## src/plc_pkg.sv

```systemverilog
// Constants, field layouts and frame helpers for the power-line command sender
package plc_pkg;

    // ---------------------------------------------------------------
    // Clock and carrier timing
    // ---------------------------------------------------------------
    localparam int CLK_HZ     = 250_000_000;
    localparam int CARRIER_HZ = 120_000;
    // Half carrier period in clocks, rounded down
    localparam int CAR_HALF   = CLK_HZ / (2 * CARRIER_HZ);
    localparam int BURST_US   = 1000;
    localparam int BURST_CYC  = BURST_US * (CLK_HZ / 1_000_000);

    // ---------------------------------------------------------------
    // Register bus
    // ---------------------------------------------------------------
    localparam int ADDR_W = 4;
    localparam int DATA_W = 32;
    localparam logic [ADDR_W-1:0] A_CMD    = 4'h0;
    localparam logic [ADDR_W-1:0] A_PINSEL = 4'h4;
    localparam logic [ADDR_W-1:0] A_STATUS = 4'h8;

    // Command word fields
    localparam int HOUSE_LSB = 0;
    localparam int HOUSE_W   = 4;
    localparam int KEY_LSB   = 4;
    localparam int KEY_W     = 5;
    localparam int REP_LSB   = 9;
    localparam int REP_W     = 8;
    localparam int TOG_BIT   = 17;
    localparam int ENTRY_W   = 18;

    // Pin select fields
    localparam int NPINS    = 16;
    localparam int PIN_W    = 4;
    localparam int MPIN_LSB = 0;
    localparam int ZPIN_LSB = 4;

    // Status fields
    localparam int ST_BUSY    = 0;
    localparam int ST_FULL    = 1;
    localparam int ST_EMPTY   = 2;
    localparam int ST_LVL_LSB = 4;
    localparam int FIFO_DEPTH = 8;
    localparam int LVL_W      = 4;

    // ---------------------------------------------------------------
    // Keys and framing
    // ---------------------------------------------------------------
    // Function key codes
    localparam logic [KEY_W-1:0] unit_on_key       = 5'h12;
    localparam logic [KEY_W-1:0] unit_off_key      = 5'h1a;
    localparam logic [KEY_W-1:0] all_units_off_key = 5'h1c;
    localparam logic [KEY_W-1:0] all_lamps_on_key  = 5'h14;
    localparam logic [KEY_W-1:0] dim_key           = 5'h1e;
    localparam logic [KEY_W-1:0] bright_key        = 5'h16;
    localparam logic [KEY_W-1:0] TOGGLE_MASK       = 5'h08;
    localparam logic [REP_W-1:0] DEFAULT_REP       = 8'h02;
    localparam logic [REP_W-1:0] REP_ONE           = 8'h01;

    localparam int START_W   = 4;
    localparam int DATA_BITS = 9;
    localparam int HALF_BITS = 22;
    localparam logic [START_W-1:0] START_PAT = 4'he;
    localparam logic [4:0] HB_LAST   = 5'h15;
    localparam logic [2:0] GAP_XINGS = 3'h6;

    typedef enum logic [1:0] {
        ST_IDLE = 2'b00,
        ST_GAP  = 2'b01,
        ST_SEND = 2'b10
    } tx_state_e;

    // Start pattern, then each data bit as true and complement half-bits
    function automatic logic [HALF_BITS-1:0] frame_bits(input logic [HOUSE_W-1:0] h,
                                                       input logic [KEY_W-1:0]   k);
        logic [DATA_BITS-1:0] d;
        logic [HALF_BITS-1:0] f;
        d = {h, k};
        f = {START_PAT, {(HALF_BITS-START_W){1'b0}}};
        for (int i = 0; i < DATA_BITS; i++)
        begin
            f[HALF_BITS-START_W-1-2*i] = d[DATA_BITS-1-i];
            f[HALF_BITS-START_W-2-2*i] = ~d[DATA_BITS-1-i];
        end
        return f;
    endfunction

    // One-hot pin mask
    function automatic logic [NPINS-1:0] pin_bit(input logic [PIN_W-1:0] p);
        logic [NPINS-1:0] m;
        m = '0;
        m[p] = 1'b1;
        return m;
    endfunction

endpackage

```

## src/cmd_fifo.sv

```systemverilog
// Parameterised command FIFO with valid/ready on both sides
`timescale 1ns/100ps
module cmd_fifo #(
    parameter int W = 18,
    parameter int D = 8
) (
    input  wire logic                 mclk,
    input  wire logic                 rst,
    input  wire logic                 in_valid,
    output logic                      in_ready,
    input  wire logic [W-1:0]         in_data,
    output logic                      out_valid,
    input  wire logic                 out_ready,
    output logic [W-1:0]              out_data,
    output logic [$clog2(D+1)-1:0]    level
);
    localparam int AW = $clog2(D);
    localparam int CW = $clog2(D+1);

    logic [W-1:0]  mem [D];
    logic [AW-1:0] wptr_ff, nxt_wptr;
    logic [AW-1:0] rptr_ff, nxt_rptr;
    logic [CW-1:0] cnt_ff,  nxt_cnt;
    logic          push;
    logic          take;

    // ---------------------------------------------------------------
    // Handshakes
    // ---------------------------------------------------------------
    assign in_ready  = (cnt_ff != CW'(D));
    assign out_valid = (cnt_ff != '0);
    assign out_data  = mem[rptr_ff];
    assign level     = cnt_ff;
    assign push      = in_valid && in_ready;
    assign take      = out_valid && out_ready;

    // Pointer and count update, wrapping at depth
    always_comb
    begin
        nxt_wptr = wptr_ff;
        nxt_rptr = rptr_ff;
        nxt_cnt  = cnt_ff;
        if (push)
            nxt_wptr = (wptr_ff == AW'(D-1)) ? '0 : wptr_ff + 1'b1;
        if (take)
            nxt_rptr = (rptr_ff == AW'(D-1)) ? '0 : rptr_ff + 1'b1;
        if (push && !take)
            nxt_cnt = cnt_ff + 1'b1;
        else if (take && !push)
            nxt_cnt = cnt_ff - 1'b1;
    end

    always_ff @(posedge mclk)
    begin
        if (rst)
        begin
            wptr_ff <= '0;
            rptr_ff <= '0;
            cnt_ff  <= '0;
        end
        else
        begin
            wptr_ff <= nxt_wptr;
            rptr_ff <= nxt_rptr;
            cnt_ff  <= nxt_cnt;
        end
    end

    // Storage, written on accepted push
    always_ff @(posedge mclk)
    begin
        if (push)
            mem[wptr_ff] <= in_data;
    end
endmodule

```

## src/carrier_burst.sv

```systemverilog
// Carrier burst generator: timed burst gated by a carrier-rate divider
`timescale 1ns/100ps
module carrier_burst
    import plc_pkg::*;
#(
    parameter int BURST_LEN = plc_pkg::BURST_CYC
) (
    input  wire logic mclk,
    input  wire logic rst,
    input  wire logic start,
    output logic      car_on
);
    localparam int BW = $clog2(BURST_LEN);
    localparam int DW = $clog2(CAR_HALF);

    logic [BW-1:0] left_ff,  nxt_left;
    logic [DW-1:0] div_ff,   nxt_div;
    logic          burst_ff, nxt_burst;
    logic          phase_ff, nxt_phase;
    logic          tick;

    // Half-period enable pulse from the divider
    assign tick   = (div_ff == DW'(CAR_HALF - 1));
    assign car_on = burst_ff && phase_ff;

    // Start restarts burst with carrier high at once
    always_comb
    begin
        nxt_left  = left_ff;
        nxt_div   = div_ff;
        nxt_burst = burst_ff;
        nxt_phase = phase_ff;
        if (start)
        begin
            nxt_burst = 1'b1;
            nxt_left  = BW'(BURST_LEN - 1);
            nxt_div   = '0;
            nxt_phase = 1'b1;
        end
        else if (burst_ff)
        begin
            if (left_ff == '0)
                nxt_burst = 1'b0;
            else
                nxt_left = left_ff - 1'b1;
            nxt_div   = tick ? '0 : div_ff + 1'b1;
            nxt_phase = tick ? ~phase_ff : phase_ff;
        end
    end

    always_ff @(posedge mclk)
    begin
        if (rst)
        begin
            left_ff  <= '0;
            div_ff   <= '0;
            burst_ff <= 1'b0;
            phase_ff <= 1'b0;
        end
        else
        begin
            left_ff  <= nxt_left;
            div_ff   <= nxt_div;
            burst_ff <= nxt_burst;
            phase_ff <= nxt_phase;
        end
    end
endmodule

```

## src/power_line_send.sv

```systemverilog
// Power-line command sender: register port, command queue, framer and pins
`timescale 1ns/100ps
// What this block does
// - Drive selected modulation pin as output
// - Make selected zero-cross pin input, sample it
// - Four-bit house code in every frame
// - Five-bit key, units or function keys
// - Fixed codes for the six function keys
// - Repeat count 1..255, default two
// - Busy until sent; waits forever without crossings
// - Carrier bursts at zero crossings mark bits
// - Bursts aligned to crossings within 50 us
// - Eleven-bit code sequence per command
// - Toggle bit flips on/off key bit
module power_line_send #(
    parameter int BURST_LEN = plc_pkg::BURST_CYC
) (
    input  wire logic                        mclk,
    input  wire logic                        rst,
    input  wire logic [plc_pkg::ADDR_W-1:0]  addr,
    input  wire logic [plc_pkg::DATA_W-1:0]  wdata,
    input  wire logic                        wr,
    input  wire logic                        rd,
    output logic      [plc_pkg::DATA_W-1:0]  rdata,
    input  wire logic [plc_pkg::NPINS-1:0]   io_in,
    output logic      [plc_pkg::NPINS-1:0]   io_out,
    output logic      [plc_pkg::NPINS-1:0]   io_oe
);
    import plc_pkg::*;

    logic [NPINS-1:0]     zs1_ff, zs2_ff;
    logic                 zlast_ff;
    logic                 zc_now, zc_edge;
    logic [PIN_W-1:0]     mpin_ff, nxt_mpin;
    logic [PIN_W-1:0]     zpin_ff, nxt_zpin;
    logic [NPINS-1:0]     oe_ff,   nxt_oe;
    logic [NPINS-1:0]     out_ff,  nxt_out;
    logic [DATA_W-1:0]    rdata_ff, nxt_rdata;
    tx_state_e            state_ff, nxt_state;
    logic [HALF_BITS-1:0] shift_ff, nxt_shift;
    logic [4:0]           hb_ff,    nxt_hb;
    logic [REP_W-1:0]     rep_ff,   nxt_rep;
    logic [HOUSE_W-1:0]   house_ff, nxt_house;
    logic [KEY_W-1:0]     key_ff,   nxt_key;
    logic [2:0]           gap_ff,   nxt_gap;
    logic                 prev_ff,  nxt_prev;
    logic                 busy_ff,  nxt_busy;
    logic                 pop, fire, car_on;
    logic                 wr_cmd, wr_pin;
    logic                 f_ready, f_valid;
    logic [ENTRY_W-1:0]   f_data;
    logic [LVL_W-1:0]     f_level;
    logic [HOUSE_W-1:0]   ent_house;
    logic [KEY_W-1:0]     ent_key;
    logic [REP_W-1:0]     ent_rep;

    // ---------------------------------------------------------------
    // Zero-crossing input
    // ---------------------------------------------------------------
    // Two-stage synchroniser on every pin input
    always_ff @(posedge mclk)
    begin
        if (rst)
        begin
            zs1_ff   <= '0;
            zs2_ff   <= '0;
            zlast_ff <= 1'b0;
        end
        else
        begin
            zs1_ff   <= io_in;
            zs2_ff   <= zs1_ff;
            zlast_ff <= zc_now;
        end
    end

    // Either edge of the selected input is a crossing
    assign zc_now  = zs2_ff[zpin_ff];
    assign zc_edge = (zc_now != zlast_ff);

    // ---------------------------------------------------------------
    // Command queue
    // ---------------------------------------------------------------
    assign wr_cmd = wr && (addr == A_CMD);
    assign wr_pin = wr && (addr == A_PINSEL) && (state_ff == ST_IDLE) && !f_valid;

    cmd_fifo #(
        .W (ENTRY_W),
        .D (FIFO_DEPTH)
    ) u_fifo (
        .mclk      (mclk),
        .rst       (rst),
        .in_valid  (wr_cmd),
        .in_ready  (f_ready),
        .in_data   (wdata[ENTRY_W-1:0]),
        .out_valid (f_valid),
        .out_ready (pop),
        .out_data  (f_data),
        .level     (f_level)
    );

    // Entry decode: toggle flips on/off, zero count means default
    assign ent_house = f_data[HOUSE_LSB +: HOUSE_W];
    assign ent_key   = f_data[KEY_LSB +: KEY_W]
                       ^ (f_data[TOG_BIT] ? TOGGLE_MASK : '0);
    assign ent_rep   = (f_data[REP_LSB +: REP_W] == '0) ? DEFAULT_REP
                       : f_data[REP_LSB +: REP_W];

    // ---------------------------------------------------------------
    // Framer state machine
    // ---------------------------------------------------------------
    always_comb
    begin
        nxt_state = state_ff;
        nxt_shift = shift_ff;
        nxt_hb    = hb_ff;
        nxt_rep   = rep_ff;
        nxt_house = house_ff;
        nxt_key   = key_ff;
        nxt_gap   = gap_ff;
        nxt_prev  = prev_ff;
        nxt_oe    = oe_ff;
        pop       = 1'b0;
        fire      = 1'b0;
        case (state_ff)
            ST_IDLE:
            begin
                if (f_valid)
                begin
                    pop       = 1'b1;
                    nxt_house = ent_house;
                    nxt_key   = ent_key;
                    nxt_rep   = ent_rep;
                    nxt_shift = frame_bits(ent_house, ent_key);
                    nxt_hb    = '0;
                    nxt_oe    = (oe_ff | pin_bit(mpin_ff)) & ~pin_bit(zpin_ff);
                    if (prev_ff && ({ent_house, ent_key} != {house_ff, key_ff}))
                    begin
                        nxt_state = ST_GAP;
                        nxt_gap   = GAP_XINGS;
                    end
                    else
                        nxt_state = ST_SEND;
                end
                else
                    nxt_prev = 1'b0;
            end
            ST_GAP:
            begin
                // Count crossings with no carrier
                if (zc_edge)
                begin
                    nxt_gap = gap_ff - 1'b1;
                    if (gap_ff == 3'h1)
                        nxt_state = ST_SEND;
                end
            end
            ST_SEND:
            begin
                // One half-bit per crossing; stalls with no crossings
                if (zc_edge)
                begin
                    fire      = shift_ff[HALF_BITS-1];
                    nxt_shift = {shift_ff[HALF_BITS-2:0], 1'b0};
                    nxt_hb    = hb_ff + 1'b1;
                    if (hb_ff == HB_LAST)
                    begin
                        if (rep_ff == REP_ONE)
                        begin
                            nxt_state = ST_IDLE;
                            nxt_prev  = 1'b1;
                        end
                        else
                        begin
                            nxt_rep   = rep_ff - 1'b1;
                            nxt_shift = frame_bits(house_ff, key_ff);
                            nxt_hb    = '0;
                        end
                    end
                end
            end
            default:
                nxt_state = ST_IDLE;
        endcase
    end

    // Busy covers queued, gapping and sending
    assign nxt_busy = (nxt_state != ST_IDLE) || f_valid || (wr_cmd && f_ready);

    always_ff @(posedge mclk)
    begin
        if (rst)
        begin
            state_ff <= ST_IDLE;
            shift_ff <= '0;
            hb_ff    <= '0;
            rep_ff   <= '0;
            house_ff <= '0;
            key_ff   <= '0;
            gap_ff   <= '0;
            prev_ff  <= 1'b0;
            oe_ff    <= '0;
            busy_ff  <= 1'b0;
        end
        else
        begin
            state_ff <= nxt_state;
            shift_ff <= nxt_shift;
            hb_ff    <= nxt_hb;
            rep_ff   <= nxt_rep;
            house_ff <= nxt_house;
            key_ff   <= nxt_key;
            gap_ff   <= nxt_gap;
            prev_ff  <= nxt_prev;
            oe_ff    <= nxt_oe;
            busy_ff  <= nxt_busy;
        end
    end

    // ---------------------------------------------------------------
    // Carrier and pins
    // ---------------------------------------------------------------
    carrier_burst #(
        .BURST_LEN (BURST_LEN)
    ) u_car (
        .mclk   (mclk),
        .rst    (rst),
        .start  (fire),
        .car_on (car_on)
    );

    // Carrier only on the modulation pin
    assign nxt_out = car_on ? pin_bit(mpin_ff) : '0;

    // ---------------------------------------------------------------
    // Register port
    // ---------------------------------------------------------------
    always_comb
    begin
        nxt_mpin  = mpin_ff;
        nxt_zpin  = zpin_ff;
        nxt_rdata = '0;
        if (wr_pin)
        begin
            nxt_mpin = wdata[MPIN_LSB +: PIN_W];
            nxt_zpin = wdata[ZPIN_LSB +: PIN_W];
        end
        if (rd)
        begin
            case (addr)
                A_CMD:
                    nxt_rdata = DATA_W'({key_ff, house_ff});
                A_PINSEL:
                begin
                    nxt_rdata[MPIN_LSB +: PIN_W] = mpin_ff;
                    nxt_rdata[ZPIN_LSB +: PIN_W] = zpin_ff;
                end
                A_STATUS:
                begin
                    nxt_rdata[ST_BUSY]              = busy_ff;
                    nxt_rdata[ST_FULL]              = !f_ready;
                    nxt_rdata[ST_EMPTY]             = !f_valid;
                    nxt_rdata[ST_LVL_LSB +: LVL_W]  = f_level;
                end
                default:
                    nxt_rdata = '0;
            endcase
        end
    end

    always_ff @(posedge mclk)
    begin
        if (rst)
        begin
            mpin_ff  <= '0;
            zpin_ff  <= '0;
            rdata_ff <= '0;
            out_ff   <= '0;
        end
        else
        begin
            mpin_ff  <= nxt_mpin;
            zpin_ff  <= nxt_zpin;
            rdata_ff <= nxt_rdata;
            out_ff   <= nxt_out;
        end
    end

    assign rdata  = rdata_ff;
    assign io_out = out_ff;
    assign io_oe  = oe_ff;
endmodule

```

## config.mk

```make
export PLATFORM = sky130hd
export DESIGN_NAME = power_line_send
export DESIGN_NICKNAME = d
export VERILOG_FILES = /design/src/plc_pkg.sv /design/src/cmd_fifo.sv /design/src/carrier_burst.sv /design/src/power_line_send.sv
export SDC_FILE = /design/constraint.sdc
export NUM_CORES = 1
export LEC_CHECK = 0
export CAP_MARGIN = 15
export CORE_UTILIZATION = 40
export CTS_CLUSTER_DIAMETER = 200
export CTS_CLUSTER_SIZE = 14
export DETAILED_ROUTE_END_ITERATION = 7
export DONT_BUFFER_PORTS = 1
export GPL_ROUTABILITY_DRIVEN = 1
export PLACE_DENSITY_LB_ADDON = 0.2
export SYNTH_ARGS = -nofsm -noshare
export SYNTH_HDL_FRONTEND = slang
export SYNTH_SLANG_ARGS = --single-unit
```

## constraint.sdc

```tcl
create_clock -name mclk -period 3.84 [get_ports mclk]
set_clock_uncertainty 0.15 [all_clocks]
set_input_delay 0.384 -clock mclk [delete_from_list [all_inputs] [get_ports mclk]]
set_output_delay 0.384 -clock mclk [all_outputs]
set_load 0.01 [all_outputs]
```

Yosys cells after proc, flatten, opt, wreduce, memory -nomap -nowiden

Memories as Yosys holds them, arrays and structs flattened. A register that Yosys moved wholly into a read port is not among the register bits.
Cells that the tools add are included.

$add $sub $neg: 9
Multipliers: 0
Divide/modulo/power cells: 0
$lt $le $gt $ge: 4
Equal/unequal tests: 22
Shifts and indexed selects: 0
Muxes and demuxes: 65
Bitwise gates (word level): 27
Reductions and logical operators: 41

Operators by type and width:

| operator                                            | number |
|---|---|
| two-way mux 22 bit                                  | 4 |
| two-way mux 18 bit                                  | 3 |
| case mux 22 bit (2 select lines)                    | 1 |
| two-way mux 8 bit                                   | 5 |
| inverter 1 bit                                      | 23 |
| two-way mux 3 bit                                   | 7 |
| two-way mux 5 bit                                   | 4 |
| two-way mux 1 bit                                   | 19 |
| zero test 18 bit                                    | 1 |
| subtractor 18 x 1 -> 18 bit (second input constant) | 1 |
| AND 16 bit                                          | 1 |
| inequality test 2 bit (second input constant)       | 8 |
| inverter 16 bit                                     | 1 |
| OR 16 bit                                           | 1 |
| case mux 8 bit (2 select lines)                     | 1 |
| two-way mux 2 bit                                   | 7 |
| logical AND 1 bit                                   | 12 |
| two-way mux 4 bit                                   | 3 |
| case mux 4 bit (3 select lines)                     | 1 |
| nonzero test 2 bit                                  | 6 |
| adder 11 x 1 -> 11 bit (second input constant)      | 1 |
| equality test 11 bit (second input constant)        | 1 |
| two-way mux 11 bit                                  | 1 |
| < comparator 4 x 5 -> 1 bit (second input constant) | 2 |
| other kinds (39)                                    | 54 |

Register bits after elaboration: 197
Latch bits: 0
Memory bits (writable): 144
Bits in read-only memories: 0
Output and inout bits: 64
Word-level logic and storage cells: 195
Memories: 1

Memories:

| name       | depth | width | rd ports | clocked after memory_dff | write ports | RTL line       | text |
|---|---|---|---|---|---|---|---|
| u_fifo.mem | 8     | 18    | 1        | 1                        | 1           | cmd_fifo.sv:20 | `logic [W-1:0] mem [D];` |

Longest topological paths before layout

Depth in word-level cells: 10
Mapped depth: 12

Cells and area by module

A second synthesis with hierarchy kept.

Cells, all modules: 1107
Area total of the unflattened synthesis: 13436.6 µm²

Modules (own cells, without submodules):

| module          | times used | cells an instance | area each (µm²) | seq. area each (µm²) |
|---|---|---|---|---|
| cmd_fifo        | 1          | 283               | 6195.9          | 4584.4 |
| power_line_send | 1          | 651               | 5718.0          | 2662.6 |
| carrier_burst   | 1          | 173               | 1522.7          | 620.6 |

Worst setup path after synthesis

OpenSTA, ideal clock, no wires.

Path type: in2reg
Start: in addr[3] (netlist name)
End: mem u_fifo.mem[5][0], enable pin
Setup time: 0.420 ns
Arrival: 2.854 ns
Data required time: 3.270 ns
Path slack: 0.417 ns
Cell stages on the path: 5
Buffers on the path: 0
Cell sequence: nor4b_1 > nand2b_1 > a21oi_1 > nand2_1 > nor3b_1

Cells in the longest elaborated chain, start to end: 5

Ends and longest elaborated chain:

| what                                    | RTL line              | text |
|---|---|---|
| from (decl)                             | power_line_send.sv:20 | `input wire logic [plc_pkg::ADDR_W-1:0] addr,` |
| zero test 4 bit                         | power_line_send.sv:84 | `assign wr_cmd = wr && (addr == A_CMD);` |
| logical AND 1 bit                       | power_line_send.sv:84 |  |
| logical AND 1 bit                       | cmd_fifo.sv:34        | `assign push = in_valid && in_ready;` |
| named net u_fifo.push                   | cmd_fifo.sv:24        | `logic push;` |
| two-way mux 1 bit                       | cmd_fifo.sv:72        | `if (push)` |
| two-way mux 1 bit (not written as such) | cmd_fifo.sv:73        | `mem[wptr_ff] <= in_data;` |
| to (decl)                               | cmd_fifo.sv:20        |  |

The timed path passes the listed nets, and every way through them passes these cells.

Worst setup path in the final report

Start: reg zpin_ff[1]
End: reg busy_ff

Cells in the longest elaborated chain, start to end: 8
Elaborated cells between the ends (all ways): 9

Ends and longest elaborated chain:

| what                                      | RTL line                                       | text |
|---|---|---|
| from (decl)                               | power_line_send.sv:35                          | `logic [PIN_W-1:0] zpin_ff, nxt_zpin;` |
| from (signal assigned)                    | power_line_send.sv:283                         | `zpin_ff <= nxt_zpin;` |
| binary-select mux 1 bit (select 4 bit) *  | power_line_send.sv:78                          | `assign zc_now = zs2_ff[zpin_ff];` |
| two-way mux 1 bit (not written as such) * | power_line_send.sv:78                          |  |
| inequality test 1 bit *                   | power_line_send.sv:79                          | `assign zc_edge = (zc_now != zlast_ff);` |
| two-way mux 2 bit (on tied branches)      | power_line_send.sv:161, power_line_send.sv:151 |  |
| case mux 2 bit (3 select lines) *         | power_line_send.sv:125                         | `case (state_ff)` |
| nonzero test 2 bit *                      | power_line_send.sv:188                         | `assign nxt_busy = (nxt_state != ST_IDLE) \|\| f_valid \|\| (wr_cmd && f_ready);` |
| logical OR 1 bit * (2 in a row)           | power_line_send.sv:188                         |  |
| to (signal assigned)                      | power_line_send.sv:216                         | `busy_ff <= nxt_busy;` |
| to (decl)                                 | power_line_send.sv:47                          | `logic busy_ff, nxt_busy;` |

Every way passes the cells marked *; elsewhere a longest branch is shown, timed or not. The select of a mux whose other input is x is not followed.
A chain may end at the register's enable or synchronous reset.

==> run metrics <==
period utilisation layout=0.869; syn avg cell area=12.1 µm²; TritonCTS clock tree=yes; Worst Hold Launch=addr[2]; Top Usage Layer GRT=met2; FF-to-FF Start=zpin_ff[1]; CP cell instances=mux4_2, mux2i_1, mux2i_1, nor2_2, and2_1, a311oi_1, a41oi_1; complex-gate fraction of the synthesized area=0.0677; aggregate global routing overflow=0; Placement Cell Area=13400 µm²; Total Negative Setup Slacks=0 ps; post-layout min period=3340 ps; startpoint kind of the worst setup timing path=flop; Pins Over Slew Limit=0; number of warnings issued by yosys=0; maximum operating frequency=300 MHz; Post-synth ARST share=0; TritonCTS Buffers=26; post-route DRC violation count=0; most prevalent standard cell on the critical path=sky130_fd_sc_hd__mux2i_1; delay of the slowest cell on the worst path=640 ps; num rows=65; slew margin rel.=0.545; class of the tightest hold or removal check=in -> reg; most instantiated library cell after synthesis=sky130_fd_sc_hd__dfxtp_1; pre-CTS WS=530 ps; Hold-fix buffers, CTS=39; area share of the leading cell type in the synthesized netlist=0.334; RSZ-0062 raised after global routing=false; share of final-layout standard cells stronger than drive strength 1=0.108; placeable core region=31700 µm²; number of iterations in the first detailed-routing pass=5; DP HPWL=17.1 mm; clock insertion delay at the later pin of the skew report=550 ps; cell accounting for the most synthesized area=sky130_fd_sc_hd__edfxtp_1; Worst Reg2Reg Path Length in Cells=7; number of nets still failing antenna checks after routing=0; antenna violations before repair=0; Final Hold Vio Count=0; total power consumption of the routed design=8.92 mW; Max Root-Sink Buffers=3; switching share of power=0.315; XOR/XNOR share of the synthesized area=0.0312; maximum vdd drop=0.000400 V; total setup violations reported at the end of the flow=0; EDFF count, synth=144; Syn Std Cell Area=12900 µm²; met1 Resource Use GR=0.231; cell count of the worst hold path=4; Routed WL=27.0 mm; first-pass GRT wire length=42.5 mm; post-route cell area=14500 µm²; clock group share of total power=0.269; H-tree lvl count=1; total of fill cells in the finished design=2891; top cells by count, synth=177 x sky130_fd_sc_hd__dfxtp_1, 144 x sky130_fd_sc_hd__edfxtp_1, 125 x sky130_fd_sc_hd__nor2_1; critical path capture point=busy_ff; Finished Layout Cells=1527; kind of end point of the critical path=flop; buffers added on ports=0; reg2reg end=busy_ff; initial standard-cell utilization of the core=0.408; reported max-cap violation count=0; part of the Yosys area used for sequential elements=0.609; primary flip-flop cell chosen by synthesis mapping=sky130_fd_sc_hd__dfxtp_1; run status=finished, final reports clean; switching power of the nets=2.81 mW; met2 Resource Use GR=0.261; Post-CTS Setup Inserts=0; clock transition at the registers of the reported paths=70 ps; weighted congestion at the end of routability-driven global placement=0.800; number of nets in the layout=1186; multiplexer share of the synthesized area=0.0994; leading post-synthesis cells by cell area=sky130_fd_sc_hd__edfxtp_1 33%, sky130_fd_sc_hd__dfxtp_1 27%, sky130_fd_sc_hd__mux4_2 6.6%; slack of the worst reg-to-reg path=500 ps; number of register bits inferred by synthesis=321; largest net degree at the start of global routing=129; combinational family with the most area after synthesis=simple AND/OR/NAND/NOR gates; fraction of the mapped netlist area in simple logic gates=0.140; power density over cell area=613 nW/µm²; Slowest cell on crit path=sky130_fd_sc_hd__dfxtp_1; die height=182 µm; ports placed on the boundary=120; post-synthesis cell count=1068; part of the total power dissipated in sequential elements=0.466; data required time at the worst endpoint=4080 ps; TritonCTS Sinks=321; wire length per cell after detailed routing=17.7 µm; met3 track utilization from global routing=0.0225; root buffer selected by CTS=sky130_fd_sc_hd__clkbuf_16; P_leak=5.00 nW; post-synthesis cell type count=62; Die X=182 µm; Adder-Cell Fraction of Synth Area=0.0170; Worst Path Class, Setup=reg -> reg; overall die area=33000 µm²; vias per inst=5.26; # placed instances=1448; Area growth syn-to-layout=12.5%; final setup margin=504 ps; DR vias=8033; launching element of the worst setup path=zpin_ff[1]; Critical Path Fanout Max=10; critical path arrival=3580 ps; fraction of power consumed by combinational cells=0.265; ant diodes=0; worst-margin pin slew=681 ps; vias in the first global route=7761; Power Internal=6.11 mW; count of routing violations after the opening detailed-route iteration=518; global-route usage over all layers=0.162; post-cts gate resize count=0
## power groups by stage
stage	clock network, mW	logic, mW	registers (mW)
after floorplan	0	1.83	4.08
after global placement	0	2.27	4.24
after detailed placement	0	2.29	4.25
after CTS	2.49	2.38	4.17
after global routing	2.61	2.63	4.21
final	2.40	2.36	4.16
## worst max-delay path: cells and delay by family, from the launching register on
family | cells | cell delay, ps
multiplexers | 3 | 1430
AND/OR/NAND/NOR | 2 | 400
flip-flops | 1 | 640
AO/OA/AOI/OAI | 2 | 560
## routing by layer
layer	wire length, µm	vias to the layer above
met3	1110	35
met2	12500	167
met5	0	-
met4	533	0
met1	12800	3935
li1	-	3896
## flip-flops by register name, summed over array words and instances (netlist names), 2 cells and up, named ones only
register        count
rep_ff              8
u_fifo.wptr_ff      3
u_fifo.mem        144
u_fifo.level        4
u_car.div_ff       11
rdata               9
io_oe              16
io_out             16
u_car.left_ff      18
zs2_ff             16
u_fifo.rptr_ff      3
gap_ff              3
zpin_ff             4
shift_ff           22
key_ff              5
mpin_ff             4
state_ff            2
house_ff            4
zs1_ff             16
hb_ff               5
## worst min path at each step
stage | end
CTS | busy_ff
finish | rdata[0]
global route | busy_ff
global placement | zs2_ff[1]
floorplan | zs2_ff[0]
detailed placement | zs2_ff[4]
## cells by family (layout without fill, tap and decap cells)
kind of cell               Yosys count  after routing
buffers and inverters               91            126
and+or+nand+nor                    374            374
adders and majority gates           17             17
AOI/OAI and AO/OA                  138            138
muxes                               80             80
DFF                                321            321
xor gates and xnor gates            46             46
other                                1             23
## layout by cell type (no fill, tap or decap), types with 37 or more instances in the layout
| cell | n |
|---|---|
| sky130_fd_sc_hd__dlygate4sd3_1 | 38 |
| sky130_fd_sc_hd__mux4_2 | 38 |
| sky130_fd_sc_hd__nand2_1 | 66 |
| sky130_fd_sc_hd__a21oi_1 | 69 |
| sky130_fd_sc_hd__nor2_1 | 123 |
| sky130_fd_sc_hd__dfxtp_1 | 175 |
| sky130_fd_sc_hd__nor2b_1 | 40 |
| sky130_fd_sc_hd__edfxtp_1 | 144 |
| sky130_fd_sc_hd__mux2i_1 | 37 |
| sky130_fd_sc_hd__nor3_1 | 47 |
## metrics by stage
stage	hold slack, ps	util
2_1_floorplan	264	-
3_3_place_gp	270	0.423
3_5_place_dp	273	0.423
4_1_cts	2.71	0.458
5_1_grt	4.16	0.458
6_report	28.4	0.458
## final cells by class
type | count | area, µm² | share of cell area
well taps | 402 | 503 | 0.0346
inverters | 15 | 56.3 | 0.00387
multi-input cells | 678 | 4720 | 0.325
repair buffers | 71 | 673 | 0.0463
clock inverters | 2 | 20.0 | 0.00138
clock buffers | 38 | 696 | 0.0478
flip-flops and latches | 321 | 7870 | 0.541
Note: power is estimated with default switching activity, not from simulation.
